`config.mk`:
```
export PLATFORM = sky130hd
export DESIGN_NAME = wake_filter_cyclic_timers
export DESIGN_NICKNAME = d
export VERILOG_FILES = /design/src/logic/wake_timer_pkg.sv /design/src/logic/cyclic_timer.sv /design/src/logic/wake_filter_cyclic_timers.sv /design/src/logic/wake_input_filter.sv
export SDC_FILE = /design/constraint.sdc
export NUM_CORES = 1
export LEC_CHECK = 0
export BUFFER_PORTS_ARGS = -buffer_cell sky130_fd_sc_hd__clkbuf_2
export CORE_MARGIN = 2
export CORE_UTILIZATION = 35
export CTS_CLUSTER_DIAMETER = 30
export DETAILED_ROUTE_END_ITERATION = 7
export PLACE_DENSITY = 0.61
export REMOVE_ABC_BUFFERS = 1
export SLEW_MARGIN = 15
export SYNTH_ARGS = -nofsm -noshare
export SYNTH_HDL_FRONTEND = slang
export SYNTH_SLANG_ARGS = --single-unit
```
`constraint.sdc`:
```
create_clock -name clock -period 4.1 [get_ports clock]
set_input_delay 1.23 -clock clock [delete_from_list [all_inputs] [get_ports clock]]
set_output_delay 1.23 -clock clock [all_outputs]
set_load 0.02 [all_outputs]
```
`src/logic/wake_timer_pkg.sv`:
```
// Package for the wake filter and cyclic timer block: register map, fields, timing.
// Assumes a 250 MHz core clock; filter times and the tick converted to cycles here, on-times and periods kept in ticks.
package wake_timer_pkg;
  localparam int unsigned CLOCK_HZ = 250_000_000;
  localparam int unsigned CLOCK_MHZ = CLOCK_HZ / 1_000_000;

  // Register addresses on the serial control interface (7-bit address)
  localparam logic [6:0] WAKE_FILTER_CONFIG_ADDR = 7'h09;
  localparam logic [6:0] FIRST_TIMER_CONFIG_ADDR = 7'h0c;
  localparam logic [6:0] SECOND_TIMER_CONFIG_ADDR = 7'h0d;
  localparam logic [7:0] REG_RESET = 8'h00;

  // Field positions
  localparam int FILTER_A_LSB = 0;
  localparam int FILTER_B_LSB = 2;
  localparam int FILTER_C_LSB = 4;
  localparam logic [7:0] FILTER_MASK = 8'h3f;
  localparam int ON_TIME_LSB = 4;
  localparam int PERIOD_LSB = 0;
  localparam logic [7:0] TIMER_MASK = 8'h77;

  // Filter selections
  localparam logic [1:0] FLT_STATIC_SHORT = 2'h0;
  localparam logic [1:0] FLT_STATIC_LONG = 2'h1;
  localparam logic [1:0] FLT_CYCLIC_FIRST = 2'h2;
  localparam logic [1:0] FLT_CYCLIC_SECOND = 2'h3;

  // On-time and period codes
  localparam logic [2:0] ON_OFF_LOW = 3'h0;
  localparam logic [2:0] ON_OFF_HIGH = 3'h6;
  localparam logic [2:0] ON_RESERVED = 3'h7;
  localparam logic [2:0] PER_RESERVED = 3'h7;

  // Filter times in microseconds and cycles
  localparam int unsigned FILTER_SHORT_US = 16;
  localparam int unsigned FILTER_LONG_US = 64;
  localparam int unsigned FILTER_SHORT_CYC = FILTER_SHORT_US * CLOCK_MHZ;
  localparam int unsigned FILTER_LONG_CYC = FILTER_LONG_US * CLOCK_MHZ;

  // Timer base tick: 0.1 ms, all on-times and periods are multiples of it
  localparam int unsigned TICK_US = 100;
  localparam int unsigned TICK_CYC = TICK_US * CLOCK_MHZ;
  // On-times in ticks: 0.1, 0.3, 1.0, 10, 20 ms
  localparam int unsigned ON_T1 = 1;
  localparam int unsigned ON_T2 = 3;
  localparam int unsigned ON_T3 = 10;
  localparam int unsigned ON_T4 = 100;
  localparam int unsigned ON_T5 = 200;
  // Periods in ticks: 10, 20, 50, 100, 200 ms, 1 s, 2 s
  localparam int unsigned PER_T0 = 100;
  localparam int unsigned PER_T1 = 200;
  localparam int unsigned PER_T2 = 500;
  localparam int unsigned PER_T3 = 1000;
  localparam int unsigned PER_T4 = 2000;
  localparam int unsigned PER_T5 = 10000;
  localparam int unsigned PER_T6 = 20000;

  typedef struct packed {
    logic [2:0] on_time;
    logic [2:0] period;
  } timer_cfg_t;

  typedef struct packed {
    logic write;
    logic [6:0] addr;
    logic [7:0] wdata;
  } reg_req_t;
endpackage

```
`src/logic/cyclic_timer.sv`:
```
// One cyclic timer: on-time window inside a repeating period.
// Assumes a shared tick pulse every 0.1 ms from the parent.
`timescale 1ns/1ps
module cyclic_timer (
  input wire logic clock,
  input wire logic resetn,
  input wire logic tick,
  input wire wake_timer_pkg::timer_cfg_t cfg,
  output logic window,
  output logic window_end,
  output logic switch_out
);
  import wake_timer_pkg::*;

  logic [14:0] count_q, count_d;
  logic window_q, window_d;
  logic end_q, end_d;
  logic out_q, out_d;
  logic running;
  logic [14:0] on_len, per_len;

  always_comb begin
    on_len = 15'h0;
    per_len = 15'h0;
    unique case (cfg.on_time)
      3'h1: on_len = 15'(ON_T1);
      3'h2: on_len = 15'(ON_T2);
      3'h3: on_len = 15'(ON_T3);
      3'h4: on_len = 15'(ON_T4);
      3'h5: on_len = 15'(ON_T5);
      default: on_len = 15'h0;
    endcase
    unique case (cfg.period)
      3'h0: per_len = 15'(PER_T0);
      3'h1: per_len = 15'(PER_T1);
      3'h2: per_len = 15'(PER_T2);
      3'h3: per_len = 15'(PER_T3);
      3'h4: per_len = 15'(PER_T4);
      3'h5: per_len = 15'(PER_T5);
      3'h6: per_len = 15'(PER_T6);
      default: per_len = 15'h0;
    endcase
  end

  // Runs while a running on-time code and a non-reserved period code are present
  assign running = (on_len != 15'h0) && (cfg.period != PER_RESERVED);

  always_comb begin
    count_d = count_q;
    window_d = window_q;
    end_d = 1'b0;
    if (!running) begin
      count_d = 15'h0;
      window_d = 1'b0;
    end else if (tick) begin
      if (count_q + 15'h1 >= per_len) begin
        count_d = 15'h0;
        window_d = 1'b1;
      end else begin
        count_d = count_q + 15'h1;
        if (count_q + 15'h1 == on_len) begin
          window_d = 1'b0;
          end_d = window_q;
        end
      end
    end
    if (running && count_q == 15'h0 && !window_q && !tick) begin
      window_d = 1'b1;
    end
    // Static high code drives switch high, off codes low
    out_d = (cfg.on_time == ON_OFF_HIGH) ? 1'b1 : (running & window_d);
  end

  always_ff @(posedge clock or negedge resetn) begin
    if (!resetn) begin
      count_q <= 15'h0;
      window_q <= 1'b0;
      end_q <= 1'b0;
      out_q <= 1'b0;
    end else begin
      count_q <= count_d;
      window_q <= window_d;
      end_q <= end_d;
      out_q <= out_d;
    end
  end

  assign window = window_q;
  assign window_end = end_q;
  assign switch_out = out_q;

  a_stop_low: assert property (@(posedge clock) disable iff (!resetn)
    (cfg.on_time == ON_OFF_LOW) |=> !switch_out) else $error("switch high while stopped low");
  a_stop_high: assert property (@(posedge clock) disable iff (!resetn)
    (cfg.on_time == ON_OFF_HIGH) |=> switch_out && !window) else $error("static high wrong");
  a_reserved_quiet: assert property (@(posedge clock) disable iff (!resetn)
    (cfg.on_time == ON_RESERVED || cfg.period == PER_RESERVED) |=> !window && !window_end)
    else $error("reserved code produced window");
endmodule

```
`src/logic/wake_filter_cyclic_timers.sv`:
```
// Wake filter settings and two cyclic timers with their register set.
// Assumes the serial control interface delivers one-cycle register requests.
//
// What this block does
// - Filter code 00: static, 16 us filter
// - Filter code 01: static, 64 us filter
// - Code 10: cyclic, sample at first timer end
// - Code 11: cyclic, sample at second timer end
// - Filter fields at 5:4, 3:2, 1:0, reset zero
// - On-time 000 stops, low; 001 to 101 set on-times
// - On-time 110 stops, output high; 111 reserved
// - Period codes select 10 ms to 2 s
// - On-time bits 6:4, period 2:0, both timers
// - Timer starts when running on-time and non-reserved period written
// - Restart switch clear also clears fields of timers with sense used
// - Cyclic wake and sense share timer concurrently
// - Reserved bits always read zero
// - Timer wake enables select cyclic wake source
`timescale 1ns/1ps
module wake_filter_cyclic_timers (
  input wire logic clock,
  input wire logic resetn,
  input wire wake_timer_pkg::reg_req_t req,
  input wire logic req_valid,
  output logic [7:0] rdata,
  input wire logic wake_in_a,
  input wire logic wake_in_b,
  input wire logic wake_in_c,
  input wire logic first_timer_wake_enable,
  input wire logic second_timer_wake_enable,
  input wire logic first_timer_sense_used,
  input wire logic second_timer_sense_used,
  input wire logic restart_switch_clear,
  output logic [2:0] wake_level,
  output logic first_timer_switch,
  output logic second_timer_switch,
  output logic first_timer_wake,
  output logic second_timer_wake
);
  import wake_timer_pkg::*;

  logic [7:0] filter_q, filter_d;
  timer_cfg_t first_q, first_d, second_q, second_d;
  logic [7:0] rdata_q, rdata_d;
  logic [15:0] tick_cnt_q, tick_cnt_d;
  logic tick;
  logic first_win, first_end, second_win, second_end;
  logic first_wake_q, first_wake_d, second_wake_q, second_wake_d;
  logic [2:0] pins;
  logic [1:0] sel [3];

  // Register writes, reads and restart clearing
  always_comb begin
    filter_d = filter_q;
    first_d = first_q;
    second_d = second_q;
    rdata_d = rdata_q;
    if (req_valid && req.write) begin
      unique case (req.addr)
        WAKE_FILTER_CONFIG_ADDR: filter_d = req.wdata & FILTER_MASK;
        FIRST_TIMER_CONFIG_ADDR: begin
          first_d.on_time = req.wdata[ON_TIME_LSB +: 3];
          first_d.period = req.wdata[PERIOD_LSB +: 3];
        end
        SECOND_TIMER_CONFIG_ADDR: begin
          second_d.on_time = req.wdata[ON_TIME_LSB +: 3];
          second_d.period = req.wdata[PERIOD_LSB +: 3];
        end
        default: ;
      endcase
    end
    if (restart_switch_clear && first_timer_sense_used) begin
      first_d = '0;
    end
    if (restart_switch_clear && second_timer_sense_used) begin
      second_d = '0;
    end
    if (req_valid && !req.write) begin
      unique case (req.addr)
        WAKE_FILTER_CONFIG_ADDR: rdata_d = filter_q & FILTER_MASK;
        FIRST_TIMER_CONFIG_ADDR: rdata_d = {1'b0, first_q.on_time, 1'b0, first_q.period};
        SECOND_TIMER_CONFIG_ADDR: rdata_d = {1'b0, second_q.on_time, 1'b0, second_q.period};
        default: rdata_d = 8'h00;
      endcase
    end
  end

  always_ff @(posedge clock or negedge resetn) begin
    if (!resetn) begin
      filter_q <= REG_RESET;
      first_q <= '0;
      second_q <= '0;
      rdata_q <= 8'h00;
    end else begin
      filter_q <= filter_d;
      first_q <= first_d;
      second_q <= second_d;
      rdata_q <= rdata_d;
    end
  end

  // Shared 0.1 ms time base
  always_comb begin
    tick = (tick_cnt_q == 16'(TICK_CYC - 1));
    tick_cnt_d = tick ? 16'h0 : tick_cnt_q + 16'h1;
  end

  always_ff @(posedge clock or negedge resetn) begin
    if (!resetn) begin
      tick_cnt_q <= 16'h0;
    end else begin
      tick_cnt_q <= tick_cnt_d;
    end
  end

  cyclic_timer first_timer (
    .clock(clock),
    .resetn(resetn),
    .tick(tick),
    .cfg(first_q),
    .window(first_win),
    .window_end(first_end),
    .switch_out(first_timer_switch)
  );

  cyclic_timer second_timer (
    .clock(clock),
    .resetn(resetn),
    .tick(tick),
    .cfg(second_q),
    .window(second_win),
    .window_end(second_end),
    .switch_out(second_timer_switch)
  );

  // One filter per wake input
  assign pins = {wake_in_c, wake_in_b, wake_in_a};
  assign sel[0] = filter_q[FILTER_A_LSB +: 2];
  assign sel[1] = filter_q[FILTER_B_LSB +: 2];
  assign sel[2] = filter_q[FILTER_C_LSB +: 2];

  for (genvar i = 0; i < 3; i++) begin : g_filter
    wake_input_filter filt (
      .clock(clock),
      .resetn(resetn),
      .pin(pins[i]),
      .sel(sel[i]),
      .first_window(first_win),
      .first_end(first_end),
      .second_window(second_win),
      .second_end(second_end),
      .level(wake_level[i])
    );
  end

  // Cyclic wake pulses, independent of cyclic sense use
  always_comb begin
    first_wake_d = first_timer_wake_enable & first_end;
    second_wake_d = second_timer_wake_enable & second_end;
  end

  always_ff @(posedge clock or negedge resetn) begin
    if (!resetn) begin
      first_wake_q <= 1'b0;
      second_wake_q <= 1'b0;
    end else begin
      first_wake_q <= first_wake_d;
      second_wake_q <= second_wake_d;
    end
  end

  assign first_timer_wake = first_wake_q;
  assign second_timer_wake = second_wake_q;
  assign rdata = rdata_q;

  a_filter_write: assert property (@(posedge clock) disable iff (!resetn)
    (req_valid && req.write && req.addr == WAKE_FILTER_CONFIG_ADDR)
    |=> filter_q == ($past(req.wdata) & FILTER_MASK)) else $error("filter write lost");
  a_timer_fields: assert property (@(posedge clock) disable iff (!resetn)
    (req_valid && req.write && req.addr == FIRST_TIMER_CONFIG_ADDR && !restart_switch_clear)
    |=> first_q.on_time == $past(req.wdata[6:4]) && first_q.period == $past(req.wdata[2:0]))
    else $error("timer write lost");
  a_reserved_zero: assert property (@(posedge clock) disable iff (!resetn)
    (req_valid && !req.write && req.addr == FIRST_TIMER_CONFIG_ADDR) |=> rdata[7] == 1'b0 && rdata[3] == 1'b0)
    else $error("reserved bits set");
  a_restart_clear: assert property (@(posedge clock) disable iff (!resetn)
    (restart_switch_clear && second_timer_sense_used) |=> second_q == '0) else $error("timer not cleared");
  a_wake_pulse: assert property (@(posedge clock) disable iff (!resetn)
    (first_end && first_timer_wake_enable) |=> first_timer_wake) else $error("cyclic wake missed");
endmodule

```
`src/logic/wake_input_filter.sv`:
```
// Wake input filter: static debounce or cyclic sampling at a timer window end.
// Pin input is synchronised here with two flip-flops.
`timescale 1ns/1ps
module wake_input_filter (
  input wire logic clock,
  input wire logic resetn,
  input wire logic pin,
  input wire logic [1:0] sel,
  input wire logic first_window,
  input wire logic first_end,
  input wire logic second_window,
  input wire logic second_end,
  output logic level
);
  import wake_timer_pkg::*;

  logic sync1_q, sync2_q;
  logic [13:0] cnt_q, cnt_d;
  logic level_q, level_d;
  logic [13:0] limit;
  logic cyclic, win, win_end;

  always_comb begin
    cyclic = sel[1];
    win = (sel == FLT_CYCLIC_FIRST) ? first_window : second_window;
    win_end = (sel == FLT_CYCLIC_FIRST) ? first_end : second_end;
    limit = (sel == FLT_STATIC_LONG) ? 14'(FILTER_LONG_CYC) : 14'(FILTER_SHORT_CYC);
    cnt_d = cnt_q;
    level_d = level_q;
    if (cyclic && !win) begin
      cnt_d = 14'h0;
    end else if (sync2_q == level_q) begin
      cnt_d = 14'h0;
    end else if (cnt_q + 14'h1 < limit) begin
      cnt_d = cnt_q + 14'h1;
    end else if (!cyclic) begin
      cnt_d = 14'h0;
      level_d = sync2_q;
    end else begin
      cnt_d = cnt_q;
    end
    // Cyclic: accept only if stable for the filter time at window end
    if (cyclic && win_end) begin
      cnt_d = 14'h0;
      if (sync2_q != level_q && cnt_q + 14'h1 >= limit) begin
        level_d = sync2_q;
      end
    end
  end

  always_ff @(posedge clock or negedge resetn) begin
    if (!resetn) begin
      sync1_q <= 1'b0;
      sync2_q <= 1'b0;
      cnt_q <= 14'h0;
      level_q <= 1'b0;
    end else begin
      sync1_q <= pin;
      sync2_q <= sync1_q;
      cnt_q <= cnt_d;
      level_q <= level_d;
    end
  end

  assign level = level_q;

  a_cyclic_hold: assert property (@(posedge clock) disable iff (!resetn)
    (cyclic && !win_end) |=> $stable(level)) else $error("cyclic level changed off window end");
endmodule

```
## Yosys cells after proc, flatten, opt, wreduce, memory -nomap -nowiden

Cells that the tools add are included.

- Output and inout port bits: 15
- Bits in registers: 131
- Word-level logic and storage cells: 217
- Bits of input ports: 27

- Eq/ne operators: 49
- Muxes and demuxes: 80
- $lt $le $gt $ge: 8
- Reduce and logical (&&, ||, !) cells: 41
- Add/sub/neg operators: 6
- Bitwise operators: 4

Operator list:

| operator | number |
|---|---|
| 14-bit 2-to-1 mux | 18 |
| 15-bit one-hot mux with 7 select lines | 2 |
| 15-bit 2-to-1 mux | 6 |
| 8-bit one-hot mux with 5 select lines | 2 |
| 1-bit 2-to-1 mux | 44 |
| 14-bit by 1-bit adder with 14-bit output (second input constant) | 3 |
| 14-bit greater-or-equal comparator | 3 |
| 14-bit less-than comparator | 3 |
| 3-bit equality test (second input constant) | 12 |
| 6-bit 2-to-1 mux | 6 |
| 15-bit by 1-bit adder with 15-bit output (second input constant) | 2 |
| 15-bit by 8-bit equality test with 1-bit output | 2 |
| 15-bit greater-or-equal comparator | 2 |
| 15-bit zero test | 2 |
| 15-bit nonzero test | 2 |
| 3-bit by 2-bit equality test with 1-bit output (second input constant) | 8 |
| 7-bit by 4-bit equality test with 1-bit output (second input constant) | 3 |
| 1-bit logical AND | 21 |
| 7-bit one-hot mux with 3 select lines | 1 |
| 16-bit by 1-bit adder with 16-bit output (second input constant) | 1 |
| 16-bit by 15-bit equality test with 1-bit output (second input constant) | 1 |
| 16-bit 2-to-1 mux | 1 |
| 5-bit by 1-bit != test with 1-bit output (second input constant) | 3 |
| 3-bit by 1-bit equality test with 1-bit output (second input constant) | 4 |
| other kinds (11) | 36 |

## Longest topological paths before layout

- Depth after elaboration: 10
- Depth in mapped cells: 15
- Depth with buffers taken out: 14

## Modules after synthesis

A second synthesis with hierarchy kept.

- Cell total of the unflattened synthesis: 1039
- Area, all modules: 9376.5 um2

By module, submodules not included:

| module | cells each | instances | area an instance (um2) | seq. area each (um2) |
|---|---|---|---|---|
| wake_input_filter | 140 | 3 | 1227.4 | 425.4 |
| wake_filter_cyclic_timers | 161 | 1 | 1969.4 | 1076.0 |
| cyclic_timer (first_timer) | 230 | 1 | 1915.6 | 450.4 |
| cyclic_timer (second_timer) | 228 | 1 | 1809.2 | 450.4 |

## Worst setup path before layout

No wires, ideal clock.

- Path kind: flip-flop to flip-flop
- From: register first_timer.count_q[0]
- To: register first_timer.count_q[5]
- Cell stages (with the launch flop): 14
- Slack: 926 ps
- Library setup time: 79 ps
- Path buffers: 1
- Clock period less this slack: 3174 ps
- Data arrival time: 3094 ps
- Required time: 4021 ps
- Cell sequence: dfrtp_1 -> ha_1 -> nand4_4 -> nor3_1 -> xor2_1 -> ha_1 -> a21o_1 -> o2111ai_1 -> a21oi_1 -> o41a_2 -> nor3_1 -> buf_2 -> nand2_1 -> mux2i_1

- Cells in the longest elaborated chain, start to end: 5

RTL lines:

| what | RTL line | text |
|---|---|---|
| from (decl) | cyclic_timer.sv:15 | `logic [14:0] count_q, count_d;` |
| from (signal assigned) | cyclic_timer.sv:81 | `count_q <= count_d;` |
| 15-bit by 1-bit adder with 15-bit output (*) | cyclic_timer.sv:56, cyclic_timer.sv:60 |  |
| 15-bit greater-or-equal comparator | cyclic_timer.sv:56 | `if (count_q + 15'h1 >= per_len) begin` |
| 15-bit 2-to-1 mux (*) | cyclic_timer.sv:56 |  |
| 15-bit 2-to-1 mux (*) | cyclic_timer.sv:55 | `end else if (tick) begin` |
| 15-bit 2-to-1 mux (*) | cyclic_timer.sv:52 | `if (!running) begin` |

Every way passes the cells marked *; elsewhere a longest branch is shown, timed or not. The select of a mux whose other input is x is not followed.
A chain may end at the register's enable or synchronous reset.

## Final worst setup path

- From: register second_timer.count_q[0]
- To: register second_timer.end_q (netlist: second_timer.window_end)

- Cells in the longest elaborated chain, start to end: 6
- Elaborated cells on any way between the ends: 7
- Classes of those cells: add/sub: 1; order compare: 1; eq/ne: 1; mux: 4

RTL lines:

| what | RTL line | text |
|---|---|---|
| from (decl) | cyclic_timer.sv:15 |  |
| from (signal assigned) | cyclic_timer.sv:81 |  |
| 15-bit by 1-bit adder with 15-bit output (*) | cyclic_timer.sv:56, cyclic_timer.sv:61 |  |
| branches (longest 2 deep; another with 15-bit greater-or-equal comparator) | -- |  |
| 1-bit 2-to-1 mux (*) | cyclic_timer.sv:56 |  |
| 1-bit 2-to-1 mux (*) | cyclic_timer.sv:55 |  |
| 1-bit 2-to-1 mux (*) | cyclic_timer.sv:52 |  |
| net second_timer.end_d | cyclic_timer.sv:17 | `logic end_q, end_d;` |
| to (signal assigned) | cyclic_timer.sv:83 | `end_q <= end_d;` |
| to (decl) | cyclic_timer.sv:17 |  |

Mark *: on every way through the listed nets, which the timed path passes.

==> metrics.txt <==
post-synth cell types=80; worst vdd ir=0.275 mV; Longest Clk Path Bufs=2; height of the die=166 microns; total CTS buffers=17; slowest CP cell=dfrtp_1; ys async rst share=1.00; CTS clk-pin slew, worst paths=0.06 ns; detailed placement HPWL=16,400 microns; number of nets in the layout=1,134; Critical Path Fanout Max=11; Post-CTS Setup Bufs=0; RSZ-0062 raised after global routing=no; Diodes inserted=0; Die ar.=27,500 sq um; largest net degree at the start of global routing=75; root buf cell=clkbuf_16; Hold Crit Class=flop to flop; FF-to-FF setup slack=0.43 ns; vias in the first global route=7,321; Fillers=2,573; worst r2r src=second_timer.count_q[0]; Total Routing Usage GR=0.165; via count=7,863; Leak=0.00441 uW; Worst setup EP type=flop; layout cells sized above 1=0.116; status=finished, final reports clean; Slew Viols, Final=0; crit-path most repeated cell=ha_1; Initial Utilization=0.354; synthesized area=9170 sq um; Placeable Area=25,900 sq um; Syn-to-layout area delta=12.3%; Crit Path Category=flop to flop; Power Density=308 nW/um^2; DRT iter0 DRCs=662; final worst path period share=0.895; Placement Rows=59; clock latency on the worst-skew pair=0.42 ns; CP required=4.40 ns; initial antenna violation count=0; synthesis-stage register bit count=130; highest clock rate=272 MHz; Cells after Synth=1,039; prevailing post-synth register cell=dfrtp_1; min Tclk post-route=3.67 ns; TNS Setup=0 ns; Post-Route WL=22,400 microns; # clock sinks=130; Layout Cells excl Fill=1,405; Die Wd=166 microns; critical register-to-register path endpoint=second_timer.window_end; CP Cell Sequence=ha_1 > and3_1 > nand3_1 > nor2_1 > xor2_1 > ha_1 > a211oi_1 > o211ai_1 > mux2i_1 > o21ai_1 > nand2_2 > nor4b_1; TritonRoute pass-1 iters=5; vias per inst=5.60; dpl cells=1,373; worst rel slew slack=0.534; Overflow after GRT=0; FF-to-FF path depth=12; Synth warnings=0; # DRC=0; Worst Setup EP=second_timer.window_end; Antenna Nets Post-Route=0; I/O pin count=42; CP max stage delay=0.46 ns; final hold viol count=0; hold_buf cts=0; maxcap violations=0; RePlAce Congestion=0.872; post-cts repair resize count=0; Synth Area per Inst=8.82 sq um; number of flops mapped to enable cells by yosys=0; CP arrival=3.97 ns; I/O Buffers=39; worst setup path start=second_timer.count_q[0]; wire per inst=16.0 microns; TritonCTS clock tree=built; first-pass GRT wire length=37,700 microns; Max H-tree Level=4; Startpoint Class=flop; worst slew pin tran=0.697 ns; Setup Viol. Count Final=0; post-synthesis sequential area ratio=0.355; clk_skew=0.0130 ns
cells in the mapped netlist (all sizes together) (7+ instances only):
cell type  number  area [sq um]
or2             8          50.1
xnor2          35           307
and3           22           138
nor2b          14          87.6
nor2           75           282
clkbuf         25          93.8
o31ai           7          52.6
nor4           19           131
inv            32           120
or3            12          75.1
dfrtp         130          3250
a22o           26           228
a211oi         14           118
o21ai          59           295
a22oi           7          52.6
mux2i          21           210
mux2           17           191
nand2         111           417
xor2           28           245
a21o           13          97.6
ha             50           626
nor3           35           201
a21oi          42           214
nand3          55           280
nand4          24           180
and2           19           119
buf            27           150
nand2b         12          75.1
o311ai          8          70.1
cells by family (layout without fill, tap and decap cells):
| kind of cell | Yosys count | count (layout) | synth area share |
|---|---|---|---|
| adder cells (fa/ha/maj) | 50 | 50 | 0.0682 |
| multiplexers | 38 | 38 | 0.0438 |
| buffers and inverters | 84 | 115 | 0.0397 |
| AND/OR/NAND/NOR | 433 | 433 | 0.248 |
| other | 1 | 1 | 0.000409 |
| XOR/XNOR | 64 | 64 | 0.0628 |
| AO/OA/AOI/OAI | 239 | 239 | 0.183 |
| flip-flops | 130 | 130 | 0.355 |
worst min path at each step:
stage	from	to	slack [ns]	cells past startpoint
global route	g_filter[0].filt.sync1_q	g_filter[0].filt.sync2_q	0.35	0
floorplan	g_filter[0].filt.sync1_q	g_filter[0].filt.sync2_q	0.33	0
finish	g_filter[2].filt.sync1_q	g_filter[2].filt.sync2_q	0.35	0
global placement	g_filter[2].filt.sync1_q	g_filter[2].filt.sync2_q	0.33	0
detailed placement	g_filter[2].filt.sync1_q	g_filter[2].filt.sync2_q	0.34	0
CTS	g_filter[2].filt.sync1_q	g_filter[2].filt.sync2_q	0.35	0
power by group:
part | total, uW | internal [uW] | switching (uW)
clock | 1660 | 1050 | 612
sequential | 1350 | 1310 | 42.6
combinational | 159 | 61.2 | 97.9
total | 3170 | 2420 | 753
through the flow:
step	hold slack, ns	cell area [sq um]	power, uW	util	setup slack [ns]
floorplan	0.331	8920	1450	-	0.600
CTS	0.348	10300	3210	0.397	0.323
global route	0.353	10300	3290	0.397	0.0475
global placement	0.332	9650	1530	0.372	0.494
detailed placement	0.337	9650	1540	0.372	0.344
finish	0.346	10300	3170	0.397	0.429
final cells by class:
class	instances	area, sq um	share of cell area
Clock buffer	19	443	0.0430
Inverter	32	120	0.0117
Timing Repair Buffer	51	304	0.0295
Tap cell	335	419	0.0407
Clock inverter	13	199	0.0193
Multi-Input combinational cell	825	5550	0.540
Sequential cell	130	3250	0.316
registers in the layout (all words and copies together) (netlist names):
signal                   count
g_filter.filt.cnt_q         42
first_timer_wake             1
first_timer.switch_out       1
second_timer.window_end      1
second_timer.switch_out      1
rdata                        7
second_timer.window          1
tick_cnt_q                  16
first_timer.window_end       1
first_timer.window           1
first_timer.count_q         15
second_timer_wake            1
second_timer.count_q        15
second_q                     6
filter_q                     6
g_filter.filt.sync1_q        3
g_filter.filt.sync2_q        3
first_q                      6
g_filter.filt.level          3
critical path, delay by kind of cell (launching register included):
kind	cells	cell delay, ns
XOR/XNOR	1	0.22
AND/OR/NAND/NOR	5	1.34
flip-flops	1	0.46
adder cells (fa/ha/maj)	2	0.63
multiplexers	1	0.21
AO/OA/AOI/OAI	3	0.69
cells in the final DEF (no fill, tap or decap), types with 12 or more instances in the layout:
cell	n
a211oi_1	13
a21o_1	13
a21oi_1	41
a22o_1	26
and2_1	19
and3_1	22
clkbuf_16	17
clkbuf_2	38
dfrtp_1	130
ha_1	50
inv_1	32
mux2_2	16
mux2i_1	21
nand2_1	110
nand2b_1	12
nand3_1	54
nand4_1	22
nor2_1	75
nor2b_1	14
nor3_1	31
nor4_1	17
o21ai_0	45
o21ai_1	14
or3_1	12
xnor2_1	35
xor2_1	28
routing by layer:
layer / vias to the layer above / wire length (microns) / GRT usage
met1: 3823 / 11100 / 0.236
met3: 30 / 840 / 0.0274
met5: - / 0 / 0
met2: 170 / 10200 / 0.256
met4: 0 / 310 / 0.0510
li1: 3840 / - / -
No activity file was read; power rests on OpenSTA's default activity.
